--- config.mk ---
export PLATFORM = sky130hd
export DESIGN_NAME = rstc_top
export DESIGN_NICKNAME = d
export VERILOG_FILES = /design/src/logic/rstc_pkg.sv /design/src/logic/rstc_event_match.sv /design/src/logic/rstc_strap_decode.sv /design/src/logic/rstc_top.sv
export SDC_FILE = /design/constraint.sdc
export NUM_CORES = 1
export LEC_CHECK = 0
export ABC_AREA = 1
export BUFFER_PORTS_ARGS = -buffer_cell sky130_fd_sc_hd__buf_2
export CAP_MARGIN = 5
export CORE_MARGIN = 1
export CORE_UTILIZATION = 48
export CTS_BUF_LIST = sky130_fd_sc_hd__clkbuf_16
export CTS_CLUSTER_SIZE = 30
export DETAILED_ROUTE_END_ITERATION = 8
export GPL_TIMING_DRIVEN = 0
export PLACE_DENSITY = 0.92
export SLEW_MARGIN = 25
export SYNTH_ARGS = -nofsm -noshare
export SYNTH_HDL_FRONTEND = slang
export SYNTH_SLANG_ARGS = --single-unit
--- constraint.sdc ---
create_clock -name sys_clk_in -period 1.55 [get_ports sys_clk_in]
set_input_delay 0.0775 -clock sys_clk_in [delete_from_list [all_inputs] [get_ports sys_clk_in]]
set_output_delay 0.0775 -clock sys_clk_in [all_outputs]
set_load 0.005 [all_outputs]
--- src/logic/rstc_pkg.sv ---
// Constants and register layout for the rail sequence and tracking config bank
// Function
// RULE1: Strap readback: six decode bytes, low byte FF
// RULE2: Strap decode codes: resistor, low F1, open F2, high F3
// RULE3: Loop gain and residual automatic unless host writes
// RULE4: Loop comp word four bytes, reset from strap
// RULE5: Bit 24 enables compensation, resets one; 31:25 zero
// RULE6: Residual 23:16 capped 7Fh, gain 15:0
// RULE7: Prequel: turn on after enable and power-good
// RULE8: Sequel: start turn-off after sequel power-down event
// RULE9: Sequence word: prequel id 12:8, sequel id 4:0
// RULE10: Bit 15 prequel enable, bit 7 sequel enable
// RULE11: Written sequence word overrides strap configuration
// RULE12: Sequence word resets to zero, both modes off
// RULE13: Tracking only outside multi-phase sharing groups
// RULE14: Host sets tracker turn-off delay beyond tracked rail's
// RULE15: Host sets voltage command before enabling tracking
// RULE16: Tracking byte resets zero; bit 7 enable
// RULE17: Tracking bit 2: ratio 100 or 50 percent
// RULE18: Tracking bit 1: limit target or reference
// RULE19: Unused bits ignored on write, fixed on read
`default_nettype none
package rstc_pkg;
    localparam logic [7:0] CMD_STRAP_READ = 8'hDD;
    localparam logic [7:0] CMD_LOOP_COMP  = 8'hDF;
    localparam logic [7:0] CMD_RAIL_ORDER = 8'hE0;
    localparam logic [7:0] CMD_FOLLOW     = 8'hE1;

    localparam logic [7:0] STRAP_LOW     = 8'hF1;
    localparam logic [7:0] STRAP_OPEN    = 8'hF2;
    localparam logic [7:0] STRAP_HIGH    = 8'hF3;
    localparam logic [7:0] STRAP_RES_MAX = 8'h1E;
    localparam logic [7:0] STRAP_FILL    = 8'hFF;

    localparam logic [1:0] PIN_LOW  = 2'h0;
    localparam logic [1:0] PIN_OPEN = 2'h1;
    localparam logic [1:0] PIN_HIGH = 2'h2;
    localparam logic [1:0] PIN_RES  = 2'h3;

    localparam logic [31:0] LOOP_MASK   = 32'h017F_FFFF;
    localparam logic [31:0] LOOP_RESET  = 32'h0100_0000;
    localparam int          LOOP_EN_BIT = 24;
    localparam logic [7:0]  RESID_MAX   = 8'h7F;
    localparam logic [15:0] ORDER_MASK  = 16'h9F9F;
    localparam logic [15:0] ORDER_RESET = 16'h0000;
    localparam int          PRE_EN_BIT  = 15;
    localparam int          SEQ_EN_BIT  = 7;
    localparam logic [7:0]  FOLLOW_MASK = 8'h86;
    localparam logic [7:0]  FOLLOW_RESET = 8'h00;
    localparam int          FOL_EN_BIT  = 7;
    localparam int          FOL_HALF_BIT = 2;
    localparam int          FOL_LIM_BIT = 1;

    localparam logic [2:0] EVT_POWER_GOOD = 3'h1;
    localparam logic [2:0] EVT_POWER_DOWN = 3'h2;

    localparam logic [7:0] AUTO_RESID_BASE = 8'h28;
    localparam logic [15:0] AUTO_GAIN_BASE = 16'h00C8;
endpackage : rstc_pkg
`default_nettype wire

--- src/logic/rstc_event_match.sv ---
// Latches a rail event bus event of one type from one rail id
`timescale 1ns/1ps
`default_nettype none
module rstc_event_match (
    // Clock and reset
    input  wire logic       sys_clk_in,
    input  wire logic       rst_n_in,
    // Selection
    input  wire logic       enable_in,
    input  wire logic [4:0] rail_id_in,
    input  wire logic [2:0] type_in,
    input  wire logic       clear_in,
    // Event bus
    input  wire logic       evt_valid_in,
    input  wire logic [2:0] evt_type_in,
    input  wire logic [4:0] evt_rail_in,
    // Result
    output logic            seen_out
);
    logic seen_d;
    logic seen_q;
    logic hit;

    always_comb begin
        hit = enable_in && evt_valid_in && evt_type_in == type_in && evt_rail_in == rail_id_in;
        seen_d = seen_q;
        if (!enable_in) begin
            seen_d = 1'b0;
        end else if (hit) begin
            // Event wins over a clear in the same cycle
            seen_d = 1'b1;
        end else if (clear_in) begin
            seen_d = 1'b0;
        end
    end

    always_ff @(posedge sys_clk_in) begin
        if (!rst_n_in) begin
            seen_q <= 1'b0;
        end else begin
            seen_q <= seen_d;
        end
    end

    assign seen_out = seen_q;

    event_catch_a: assert property (@(posedge sys_clk_in) disable iff (!rst_n_in)
        (enable_in && evt_valid_in && evt_type_in == type_in && evt_rail_in == rail_id_in)
        |=> seen_out) else $error("matching event not latched"); // RULE10
endmodule : rstc_event_match
`default_nettype wire

--- src/logic/rstc_strap_decode.sv ---
// Converts one strap pin's measured condition to its decode byte
`timescale 1ns/1ps
`default_nettype none
module rstc_strap_decode (
    // Clock and reset
    input  wire logic       sys_clk_in,
    input  wire logic       rst_n_in,
    // Measured condition
    input  wire logic [1:0] kind_in,
    input  wire logic [4:0] res_index_in,
    // Decode byte
    output logic      [7:0] code_out
);
    logic [7:0] code_d;
    logic [7:0] code_q;

    always_comb begin
        unique case (kind_in)
            rstc_pkg::PIN_LOW:  code_d = rstc_pkg::STRAP_LOW; // RULE2
            rstc_pkg::PIN_OPEN: code_d = rstc_pkg::STRAP_OPEN; // RULE2
            rstc_pkg::PIN_HIGH: code_d = rstc_pkg::STRAP_HIGH; // RULE2
            rstc_pkg::PIN_RES: begin
                // Resistor codes saturate at the top table entry
                if ({3'h0, res_index_in} > rstc_pkg::STRAP_RES_MAX) begin
                    code_d = rstc_pkg::STRAP_RES_MAX; // RULE2
                end else begin
                    code_d = {3'h0, res_index_in}; // RULE2
                end
            end
        endcase
    end

    always_ff @(posedge sys_clk_in) begin
        if (!rst_n_in) begin
            code_q <= rstc_pkg::STRAP_OPEN;
        end else begin
            code_q <= code_d;
        end
    end

    assign code_out = code_q;

    strap_range_a: assert property (@(posedge sys_clk_in) disable iff (!rst_n_in)
        code_out <= rstc_pkg::STRAP_RES_MAX || code_out == rstc_pkg::STRAP_LOW
        || code_out == rstc_pkg::STRAP_OPEN || code_out == rstc_pkg::STRAP_HIGH)
        else $error("strap decode out of range"); // RULE2
endmodule : rstc_strap_decode
`default_nettype wire

--- src/logic/rstc_top.sv ---
// Configuration bank: strap readback, loop compensation, sequencing, tracking
`timescale 1ns/1ps
`default_nettype none
module rstc_top (
    // Clock and reset
    input  wire logic        sys_clk_in,
    input  wire logic        rst_n_in,
    // Command port
    input  wire logic        cmd_wr_in,
    input  wire logic        cmd_rd_in,
    input  wire logic [7:0]  cmd_code_in,
    input  wire logic [55:0] cmd_wdata_in,
    output logic      [55:0] cmd_rdata_out,
    output logic             cmd_rvalid_out,
    output logic             cmd_err_out,
    // Strap pin conditions, six pins, pin 5 is loop comp
    input  wire logic [11:0] strap_kind_in,
    input  wire logic [29:0] strap_res_in,
    // Operating inputs
    input  wire logic [15:0] vin_meas_in,
    input  wire logic [15:0] vout_target_in,
    input  wire logic        enable_pin_in,
    input  wire logic        op_enable_in,
    input  wire logic        multi_phase_in,
    // Rail event bus
    input  wire logic        evt_valid_in,
    input  wire logic [2:0]  evt_type_in,
    input  wire logic [4:0]  evt_rail_in,
    // Strap derived sequencing
    input  wire logic [15:0] strap_order_in,
    // Control outputs
    output logic             output_on_out,
    output logic             turn_off_start_out,
    output logic [31:0]      loop_comp_out,
    output logic             follow_active_out,
    output logic             follow_half_out,
    output logic             follow_ref_limit_out
);
    ////////////////////////////////////////////////////////////////////////
    // Enable pin synchroniser: three stages, change on agreement of last two
    logic [2:0] en_pin_s_q;
    logic [2:0] en_pin_s_d;
    logic       en_pin_q;
    logic       en_pin_d;

    always_comb begin
        en_pin_s_d = {en_pin_s_q[1:0], enable_pin_in};
        en_pin_d = en_pin_q;
        if (en_pin_s_q[2] == en_pin_s_q[1]) begin
            en_pin_d = en_pin_s_q[2];
        end
    end

    always_ff @(posedge sys_clk_in) begin
        if (!rst_n_in) begin
            en_pin_s_q <= 3'h0;
            en_pin_q   <= 1'b0;
        end else begin
            en_pin_s_q <= en_pin_s_d;
            en_pin_q   <= en_pin_d;
        end
    end

    ////////////////////////////////////////////////////////////////////////
    // Strap decoders
    logic [47:0] strap_codes;

    genvar gi;
    generate
        for (gi = 0; gi < 6; gi++) begin : g_strap
            rstc_strap_decode u_dec (
                .sys_clk_in   (sys_clk_in),
                .rst_n_in     (rst_n_in),
                .kind_in      (strap_kind_in[2*gi +: 2]),
                .res_index_in (strap_res_in[5*gi +: 5]),
                .code_out     (strap_codes[8*gi +: 8])
            );
        end
    endgenerate

    ////////////////////////////////////////////////////////////////////////
    // Configuration registers
    logic [31:0] loop_d;
    logic [31:0] loop_q;
    logic        loop_user_d;
    logic        loop_user_q;
    logic        loop_init_d;
    logic        loop_init_q;
    logic [15:0] order_d;
    logic [15:0] order_q;
    logic        order_user_d;
    logic        order_user_q;
    logic [7:0]  follow_d;
    logic [7:0]  follow_q;
    logic [7:0]  resid_auto;
    logic [15:0] gain_auto;
    logic [7:0]  resid_wr;
    logic [15:0] order_eff;

    always_comb begin
        // Automatic values grow with conversion ratio terms
        gain_auto  = rstc_pkg::AUTO_GAIN_BASE + {4'h0, vout_target_in[15:4]};
        resid_auto = rstc_pkg::AUTO_RESID_BASE + {4'h0, vin_meas_in[15:12]};
        if (resid_auto > rstc_pkg::RESID_MAX) begin
            resid_auto = rstc_pkg::RESID_MAX;
        end
        resid_wr = cmd_wdata_in[23:16];
        if (resid_wr > rstc_pkg::RESID_MAX) begin
            resid_wr = rstc_pkg::RESID_MAX; // RULE6
        end
        loop_d       = loop_q;
        loop_user_d  = loop_user_q;
        loop_init_d  = 1'b1;
        order_d      = order_q;
        order_user_d = order_user_q;
        follow_d     = follow_q;
        if (!loop_init_q) begin
            // Strap decode seeds residual low seven bits and gain low byte
            loop_d = {7'h00, 1'b1, 1'b0, strap_codes[46:40], 8'h00, strap_codes[47:40]}; // RULE4 RULE5
        end else if (!loop_user_q) begin
            loop_d = {7'h00, loop_q[rstc_pkg::LOOP_EN_BIT], resid_auto, gain_auto}; // RULE3
        end
        if (cmd_wr_in) begin
            unique case (cmd_code_in)
                rstc_pkg::CMD_LOOP_COMP: begin
                    loop_d = {cmd_wdata_in[31:24], resid_wr, cmd_wdata_in[15:0]}
                        & rstc_pkg::LOOP_MASK; // RULE5 RULE6 RULE19
                    loop_user_d = 1'b1; // RULE3
                end
                rstc_pkg::CMD_RAIL_ORDER: begin
                    order_d = cmd_wdata_in[15:0] & rstc_pkg::ORDER_MASK; // RULE9 RULE19
                    order_user_d = 1'b1; // RULE11
                end
                rstc_pkg::CMD_FOLLOW: begin
                    follow_d = cmd_wdata_in[7:0] & rstc_pkg::FOLLOW_MASK; // RULE16 RULE19
                end
                default: begin
                end
            endcase
        end
        order_eff = order_user_q ? order_q : (strap_order_in & rstc_pkg::ORDER_MASK); // RULE11
    end

    always_ff @(posedge sys_clk_in) begin
        if (!rst_n_in) begin
            loop_q       <= rstc_pkg::LOOP_RESET;
            loop_user_q  <= 1'b0;
            loop_init_q  <= 1'b0;
            order_q      <= rstc_pkg::ORDER_RESET; // RULE12
            order_user_q <= 1'b0;
            follow_q     <= rstc_pkg::FOLLOW_RESET; // RULE16
        end else begin
            loop_q       <= loop_d;
            loop_user_q  <= loop_user_d;
            loop_init_q  <= loop_init_d;
            order_q      <= order_d;
            order_user_q <= order_user_d;
            follow_q     <= follow_d;
        end
    end

    ////////////////////////////////////////////////////////////////////////
    // Read path
    logic [55:0] rdata_d;
    logic [55:0] rdata_q;
    logic        rvalid_d;
    logic        rvalid_q;
    logic        err_d;
    logic        err_q;

    always_comb begin
        rdata_d  = rdata_q;
        rvalid_d = 1'b0;
        err_d    = 1'b0;
        if (cmd_rd_in) begin
            rvalid_d = 1'b1;
            unique case (cmd_code_in)
                rstc_pkg::CMD_STRAP_READ: rdata_d = {strap_codes, rstc_pkg::STRAP_FILL}; // RULE1
                rstc_pkg::CMD_LOOP_COMP:  rdata_d = {24'h000000, loop_q}; // RULE4
                rstc_pkg::CMD_RAIL_ORDER: rdata_d = {40'h0000000000, order_eff}; // RULE9
                rstc_pkg::CMD_FOLLOW:     rdata_d = {48'h000000000000, follow_q}; // RULE16
                default: begin
                    rdata_d = 56'h00000000000000;
                    err_d   = 1'b1;
                end
            endcase
        end
    end

    always_ff @(posedge sys_clk_in) begin
        if (!rst_n_in) begin
            rdata_q  <= 56'h00000000000000;
            rvalid_q <= 1'b0;
            err_q    <= 1'b0;
        end else begin
            rdata_q  <= rdata_d;
            rvalid_q <= rvalid_d;
            err_q    <= err_d;
        end
    end

    ////////////////////////////////////////////////////////////////////////
    // Sequencing
    typedef enum logic [1:0] {
        RSTC_OFF     = 2'b00,
        RSTC_ON      = 2'b01,
        RSTC_DRAIN   = 2'b11
    } rstc_seq_t;

    rstc_seq_t   seq_d;
    rstc_seq_t   seq_q;
    logic        pre_en;
    logic        sq_en;
    logic        pre_seen;
    logic        sq_seen;
    logic        want_on;
    logic        on_d;
    logic        on_q;
    logic        toff_d;
    logic        toff_q;

    assign pre_en = order_eff[rstc_pkg::PRE_EN_BIT];
    assign sq_en  = order_eff[rstc_pkg::SEQ_EN_BIT];

    rstc_event_match u_pre (
        .sys_clk_in   (sys_clk_in),
        .rst_n_in     (rst_n_in),
        .enable_in    (pre_en),
        .rail_id_in   (order_eff[12:8]),
        .type_in      (rstc_pkg::EVT_POWER_GOOD),
        .clear_in     (seq_q == RSTC_OFF && !want_on),
        .evt_valid_in (evt_valid_in),
        .evt_type_in  (evt_type_in),
        .evt_rail_in  (evt_rail_in),
        .seen_out     (pre_seen)
    );

    rstc_event_match u_seq (
        .sys_clk_in   (sys_clk_in),
        .rst_n_in     (rst_n_in),
        .enable_in    (sq_en),
        .rail_id_in   (order_eff[4:0]),
        .type_in      (rstc_pkg::EVT_POWER_DOWN),
        .clear_in     (seq_q == RSTC_ON && want_on),
        .evt_valid_in (evt_valid_in),
        .evt_type_in  (evt_type_in),
        .evt_rail_in  (evt_rail_in),
        .seen_out     (sq_seen)
    );

    always_comb begin
        want_on = en_pin_q || op_enable_in;
        seq_d   = seq_q;
        on_d    = 1'b0;
        toff_d  = 1'b0;
        unique case (seq_q)
            RSTC_OFF: begin
                if (want_on && (!pre_en || pre_seen)) begin
                    seq_d = RSTC_ON; // RULE7 RULE10
                end
            end
            RSTC_ON: begin
                on_d = 1'b1;
                if (!want_on) begin
                    seq_d = RSTC_DRAIN;
                end
            end
            RSTC_DRAIN: begin
                on_d = 1'b1;
                if (want_on) begin
                    seq_d = RSTC_ON;
                end else if (!sq_en || sq_seen) begin
                    seq_d  = RSTC_OFF; // RULE8 RULE10
                    on_d   = 1'b0;
                    toff_d = 1'b1;
                end
            end
            default: seq_d = RSTC_OFF;
        endcase
        if (seq_d == RSTC_ON) begin
            on_d = 1'b1;
        end
    end

    always_ff @(posedge sys_clk_in) begin
        if (!rst_n_in) begin
            seq_q  <= RSTC_OFF;
            on_q   <= 1'b0;
            toff_q <= 1'b0;
        end else begin
            seq_q  <= seq_d;
            on_q   <= on_d;
            toff_q <= toff_d;
        end
    end

    ////////////////////////////////////////////////////////////////////////
    // Tracking controls
    logic fol_act_d;
    logic fol_act_q;
    logic fol_half_q;
    logic fol_lim_q;

    always_comb begin
        fol_act_d = follow_q[rstc_pkg::FOL_EN_BIT] && !multi_phase_in; // RULE13
    end

    always_ff @(posedge sys_clk_in) begin
        if (!rst_n_in) begin
            fol_act_q  <= 1'b0;
            fol_half_q <= 1'b0;
            fol_lim_q  <= 1'b0;
        end else begin
            fol_act_q  <= fol_act_d;
            fol_half_q <= follow_q[rstc_pkg::FOL_HALF_BIT]; // RULE17
            fol_lim_q  <= follow_q[rstc_pkg::FOL_LIM_BIT]; // RULE18
        end
    end

    assign cmd_rdata_out        = rdata_q;
    assign cmd_rvalid_out       = rvalid_q;
    assign cmd_err_out          = err_q;
    assign output_on_out        = on_q;
    assign turn_off_start_out   = toff_q;
    assign loop_comp_out        = loop_q;
    assign follow_active_out    = fol_act_q;
    assign follow_half_out      = fol_half_q;
    assign follow_ref_limit_out = fol_lim_q;

    ////////////////////////////////////////////////////////////////////////
    // Checks
    prequel_gate_a: assert property (@(posedge sys_clk_in) disable iff (!rst_n_in)
        (seq_q == RSTC_OFF && seq_d == RSTC_ON && pre_en) |-> pre_seen && want_on)
        else $error("turned on without prequel power-good"); // RULE7

    sequel_gate_a: assert property (@(posedge sys_clk_in) disable iff (!rst_n_in)
        (turn_off_start_out && $past(sq_en)) |-> $past(sq_seen))
        else $error("turn-off without sequel event"); // RULE8

    loop_fixed_a: assert property (@(posedge sys_clk_in) disable iff (!rst_n_in)
        loop_init_q |-> loop_comp_out[31:25] == 7'h00 && loop_comp_out[23:16] <= rstc_pkg::RESID_MAX)
        else $error("loop word unused bits or residual bad"); // RULE5

    loop_write_a: assert property (@(posedge sys_clk_in) disable iff (!rst_n_in)
        (cmd_wr_in && cmd_code_in == rstc_pkg::CMD_LOOP_COMP)
        |=> loop_comp_out[15:0] == $past(cmd_wdata_in[15:0]))
        else $error("loop gain write lost"); // RULE6

    order_reset_a: assert property (@(posedge sys_clk_in)
        $rose(rst_n_in) |-> order_q == rstc_pkg::ORDER_RESET && follow_q == rstc_pkg::FOLLOW_RESET)
        else $error("config not reset"); // RULE12

    strap_read_a: assert property (@(posedge sys_clk_in) disable iff (!rst_n_in)
        (cmd_rd_in && cmd_code_in == rstc_pkg::CMD_STRAP_READ)
        |=> cmd_rvalid_out && cmd_rdata_out[7:0] == rstc_pkg::STRAP_FILL)
        else $error("strap readback low byte wrong"); // RULE1

    follow_multi_a: assert property (@(posedge sys_clk_in) disable iff (!rst_n_in)
        multi_phase_in |=> !follow_active_out)
        else $error("tracking active in sharing group"); // RULE13

    follow_bits_a: assert property (@(posedge sys_clk_in) disable iff (!rst_n_in)
        (follow_q & ~rstc_pkg::FOLLOW_MASK) == 8'h00 ##1 follow_half_out == $past(follow_q[rstc_pkg::FOL_HALF_BIT]))
        else $error("tracking byte fields wrong"); // RULE16 RULE17
endmodule : rstc_top
`default_nettype wire
==> impl_metrics.tcl <==
set metrics [dict create \
    gp_congestion 0.936 \
    numClockSinks 151 \
    fmaxAchievable_mhz 704 \
    path_clk_slew_ns 0.06 \
    die_w_um 118 \
    grt_pass1_vias 7388 \
    crit_path_cell_trace "nand2_1 > inv_1 > buf_2 > nand2_1 > nand2_1 > a21oi_1 > a21oi_1" \
    cap_violations 0 \
    powerDensity_nw_per_um2 966 \
    area_delta_synth_final_pct 40.8 \
    post_synth.cell_area_avg_um2 7.00 \
    peakVddDrop_mv 0.812 \
    tritoncts "built" \
    drtIter0Drc 989 \
    grt_max_degree 17 \
    worstPathArrival_ns 1.78 \
    drive_above_1_share_pct 22.6 \
    vias_per_cell 5.46 \
    path_max_fanout 10 \
    cp_slowest_cell "dfxtp_1" \
    place_hpwl_mm 15.9 \
    whs_ns 0.0288 \
    grt_util_all_layers_pct 34.6 \
    tns_ns 0 \
    rsz0062_at_grt "false" \
    critPathTopFamily "flip-flops" \
    cts_buffers 17 \
    worst_slew_pin_slew_ns 0.779 \
    synth_seq_cells 151 \
    htreeDepth 4 \
    num_rows 42 \
    timing.final.crit_share_pct 91.6 \
    status "finished clean" \
    fp.dieArea_um2 14000 \
    dr.pass1.iters 6 \
    io_buffers 213 \
    path_class "flop to flop" \
    syn-num-nets 1096 \
    final_nets 1410 \
    crit_required_ns 1.91 \
    netlist_top_cells_count "nand2_1, dfxtp_1, nor2_1" \
    cp-end-kind "flop" \
    yosysMostFrequentCell "nand2_1" \
    synth_top_area_cell "dfxtp_1" \
    synth_warnings 0 \
    p_leak_nw 4.48 \
    yosysTopAreaCellShare_pct 46.7 \
    insertion_delay_ns 0.43 \
    grt_pass1_wl_mm 37.2 \
    hold_viol_final 0 \
    synth-edff-count 0 \
    die_h_um 118 \
    synthCells 925 \
    remaining_drc_errors 0 \
    reg2reg_slack_ns 0.13 \
    vias 7808 \
    reg2reg_from "loop_init_q$_DFF_P_" \
    crit_path_frequent_cell "nand2_1" \
    core_area_um2 13200 \
    hold_path_class "input port to flop" \
    finalClockSkew_ns 0.00821 \
    cp_num_buf_inv 2 \
    antenna_found_initial 2 \
    synthDistinctLibCells 36 \
    crit_start "loop_init_q$_DFF_P_" \
    synthFlopType "dfxtp_1" \
    worst_path_largest_cell_delay_ns 0.45 \
    regArea_um2 3020 \
    synth_area_leaders "dfxtp_1, nand2_1, nor2_1, a21oi_1, nand3_1" \
    grt_overflow 0 \
    multi_input_area_um2 2910 \
    hp-start "cmd_wdata_in[19]" \
    wl_per_cell_um 16.8 \
    setup_violations 0 \
    cts_root_buf "clkbuf_16" \
    yosysSeqAreaShare_pct 46.7 \
    finalCriticalPeriod_ns 1.42 \
    start_kind "flop" \
    synth_area_um2 6480 \
    ant_nets 0 \
    wl_mm 24.0 \
    nFillCells 1028 \
    start_util_pct 49.1 \
    synthArstFlopShare_pct 0 \
    slew_headroom_pct 48.0 \
    cts_buffer_depth 2 \
    slew_violations 0 \
    ios 265 \
]
## registers in the layout, summed over array words and instances (netlist names)
signal,cells
seq_q,2
loop_comp_out,32
cmd_rvalid_out,1
loop_user_q,1
g_strap.u_dec.code_out,36
loop_init_q,1
cmd_rdata_out,50
output_on_out,1
follow_active_out,1
cmd_err_out,1
turn_off_start_out,1
follow_ref_limit_out,1
follow_q,3
u_pre.seen_out,1
en_pin_s_q,3
u_seq.seen_out,1
en_pin_q,1
order_q,12
order_user_q,1
follow_half_out,1
## through the flow
| stage | power, mW | worst slack, ns | cell area, um^2 | utilization, % | instances |
|---|---|---|---|---|---|
| 2_1_floorplan | 4.51 | 0.384 | 6480 | - | 925 |
| 3_3_place_gp | 4.91 | -0.209 | 7760 | 58.9 | 1314 |
| 3_5_place_dp | 4.92 | -0.155 | 7760 | 58.9 | 1314 |
| 4_1_cts | 8.72 | 0.0558 | 9110 | 69.1 | 1427 |
| 5_1_grt | 9.05 | 0.0245 | 9120 | 69.1 | 1428 |
| 6_report | 8.81 | 0.130 | 9120 | 69.1 | 1429 |
## logic make-up after synthesis
| logic type | synth area share (%) |
|---|---|
| AOI/OAI and AO/OA | 11.9 |
| xor gates and xnor gates | 0.135 |
| adders and majority gates | 0.193 |
| buffers and inverters | 8.54 |
| DFF | 46.7 |
| and+or+nand+nor | 32.5 |
## tightest hold or removal path, stage by stage
cell and delay (ns):
buf_2 0.09, nor2_1 0.04, nand2_1 0.06, nand2_1 0.05, a21oi_1 0.10
## timing repair
| item | CTS | global route |
|---|---|---|
| hold endpoints to repair | 73 | 0 |
| gates cloned | 0 | 0 |
| resized for setup | 1 | 3 |
| hold buffers | 82 | 0 |
| endpoints found under the setup margin | 1 | 3 |
| buffers inserted | 0 | 0 |
## final timing paths
check                                 end  cells past startpoint
max          loop_comp_out[18]$_SDFF_PN0_                      7
min          loop_comp_out[19]$_SDFF_PN0_                      5
max reg2reg  loop_comp_out[18]$_SDFF_PN0_                      7
min reg2reg      en_pin_s_q[1]$_SDFF_PN0_                      2
## cells in the final DEF, fill, tap and decap left out, types with 2 or more instances in the layout
| master | synthesis | final |
|---|---|---|
| a21oi_1 | 76 | 76 |
| clkbuf_16 | 0 | 17 |
| nand2_2 | 3 | 3 |
| nor3_1 | 32 | 32 |
| clkinv_1 | 2 | 4 |
| nand3b_1 | 2 | 2 |
| nand2_1 | 254 | 254 |
| a221oi_1 | 2 | 2 |
| o21ai_1 | 4 | 4 |
| o21ai_2 | 1 | 2 |
| nor2_1 | 105 | 105 |
| buf_2 | 13 | 225 |
| nor2_4 | 3 | 3 |
| o21ai_0 | 58 | 57 |
| inv_1 | 74 | 79 |
| nand4_1 | 9 | 9 |
| clkbuf_1 | 22 | 22 |
| inv_2 | 3 | 3 |
| buf_6 | 4 | 4 |
| clkinv_2 | 0 | 2 |
| dfxtp_1 | 151 | 151 |
| dlygate4sd3_1 | 0 | 82 |
| diode_2 | 0 | 2 |
| clkinvlp_4 | 0 | 3 |
| o22ai_1 | 2 | 2 |
| nand3_1 | 76 | 76 |
| o21bai_1 | 3 | 3 |
| buf_4 | 8 | 9 |
| or2_2 | 6 | 6 |
## report_power, final
group	switching, mW	internal [mW]	total, mW
clock network	1.61	2.15	3.76
logic	0.543	0.444	0.987
registers	0.0729	3.99	4.06
## metal layers
| layer | share of wire, % | wire [um] | track usage, % | vias up |
|---|---|---|---|---|
| met5 | 0 | 0 | 0 | - |
| met4 | 5.6 | 1340 | 19.5 | 0 |
| met3 | 10 | 2390 | 8.40 | 117 |
| met2 | 47 | 11200 | 56.4 | 532 |
| met1 | 38 | 9080 | 41.8 | 3546 |
| li1 | - | - | - | 3613 |
## cell type report
cell class,count,share of cell area [%]
multi-input combinational,647,31.9
antenna,2,0.0549
inverter,79,3.25
clock inverter,14,1.07
buffer,48,2.84
clock buffer,17,4.66
timing repair buffer,295,20.7
sequential,151,33.1
tap,176,2.41
(Power assumes the default switching activity.)
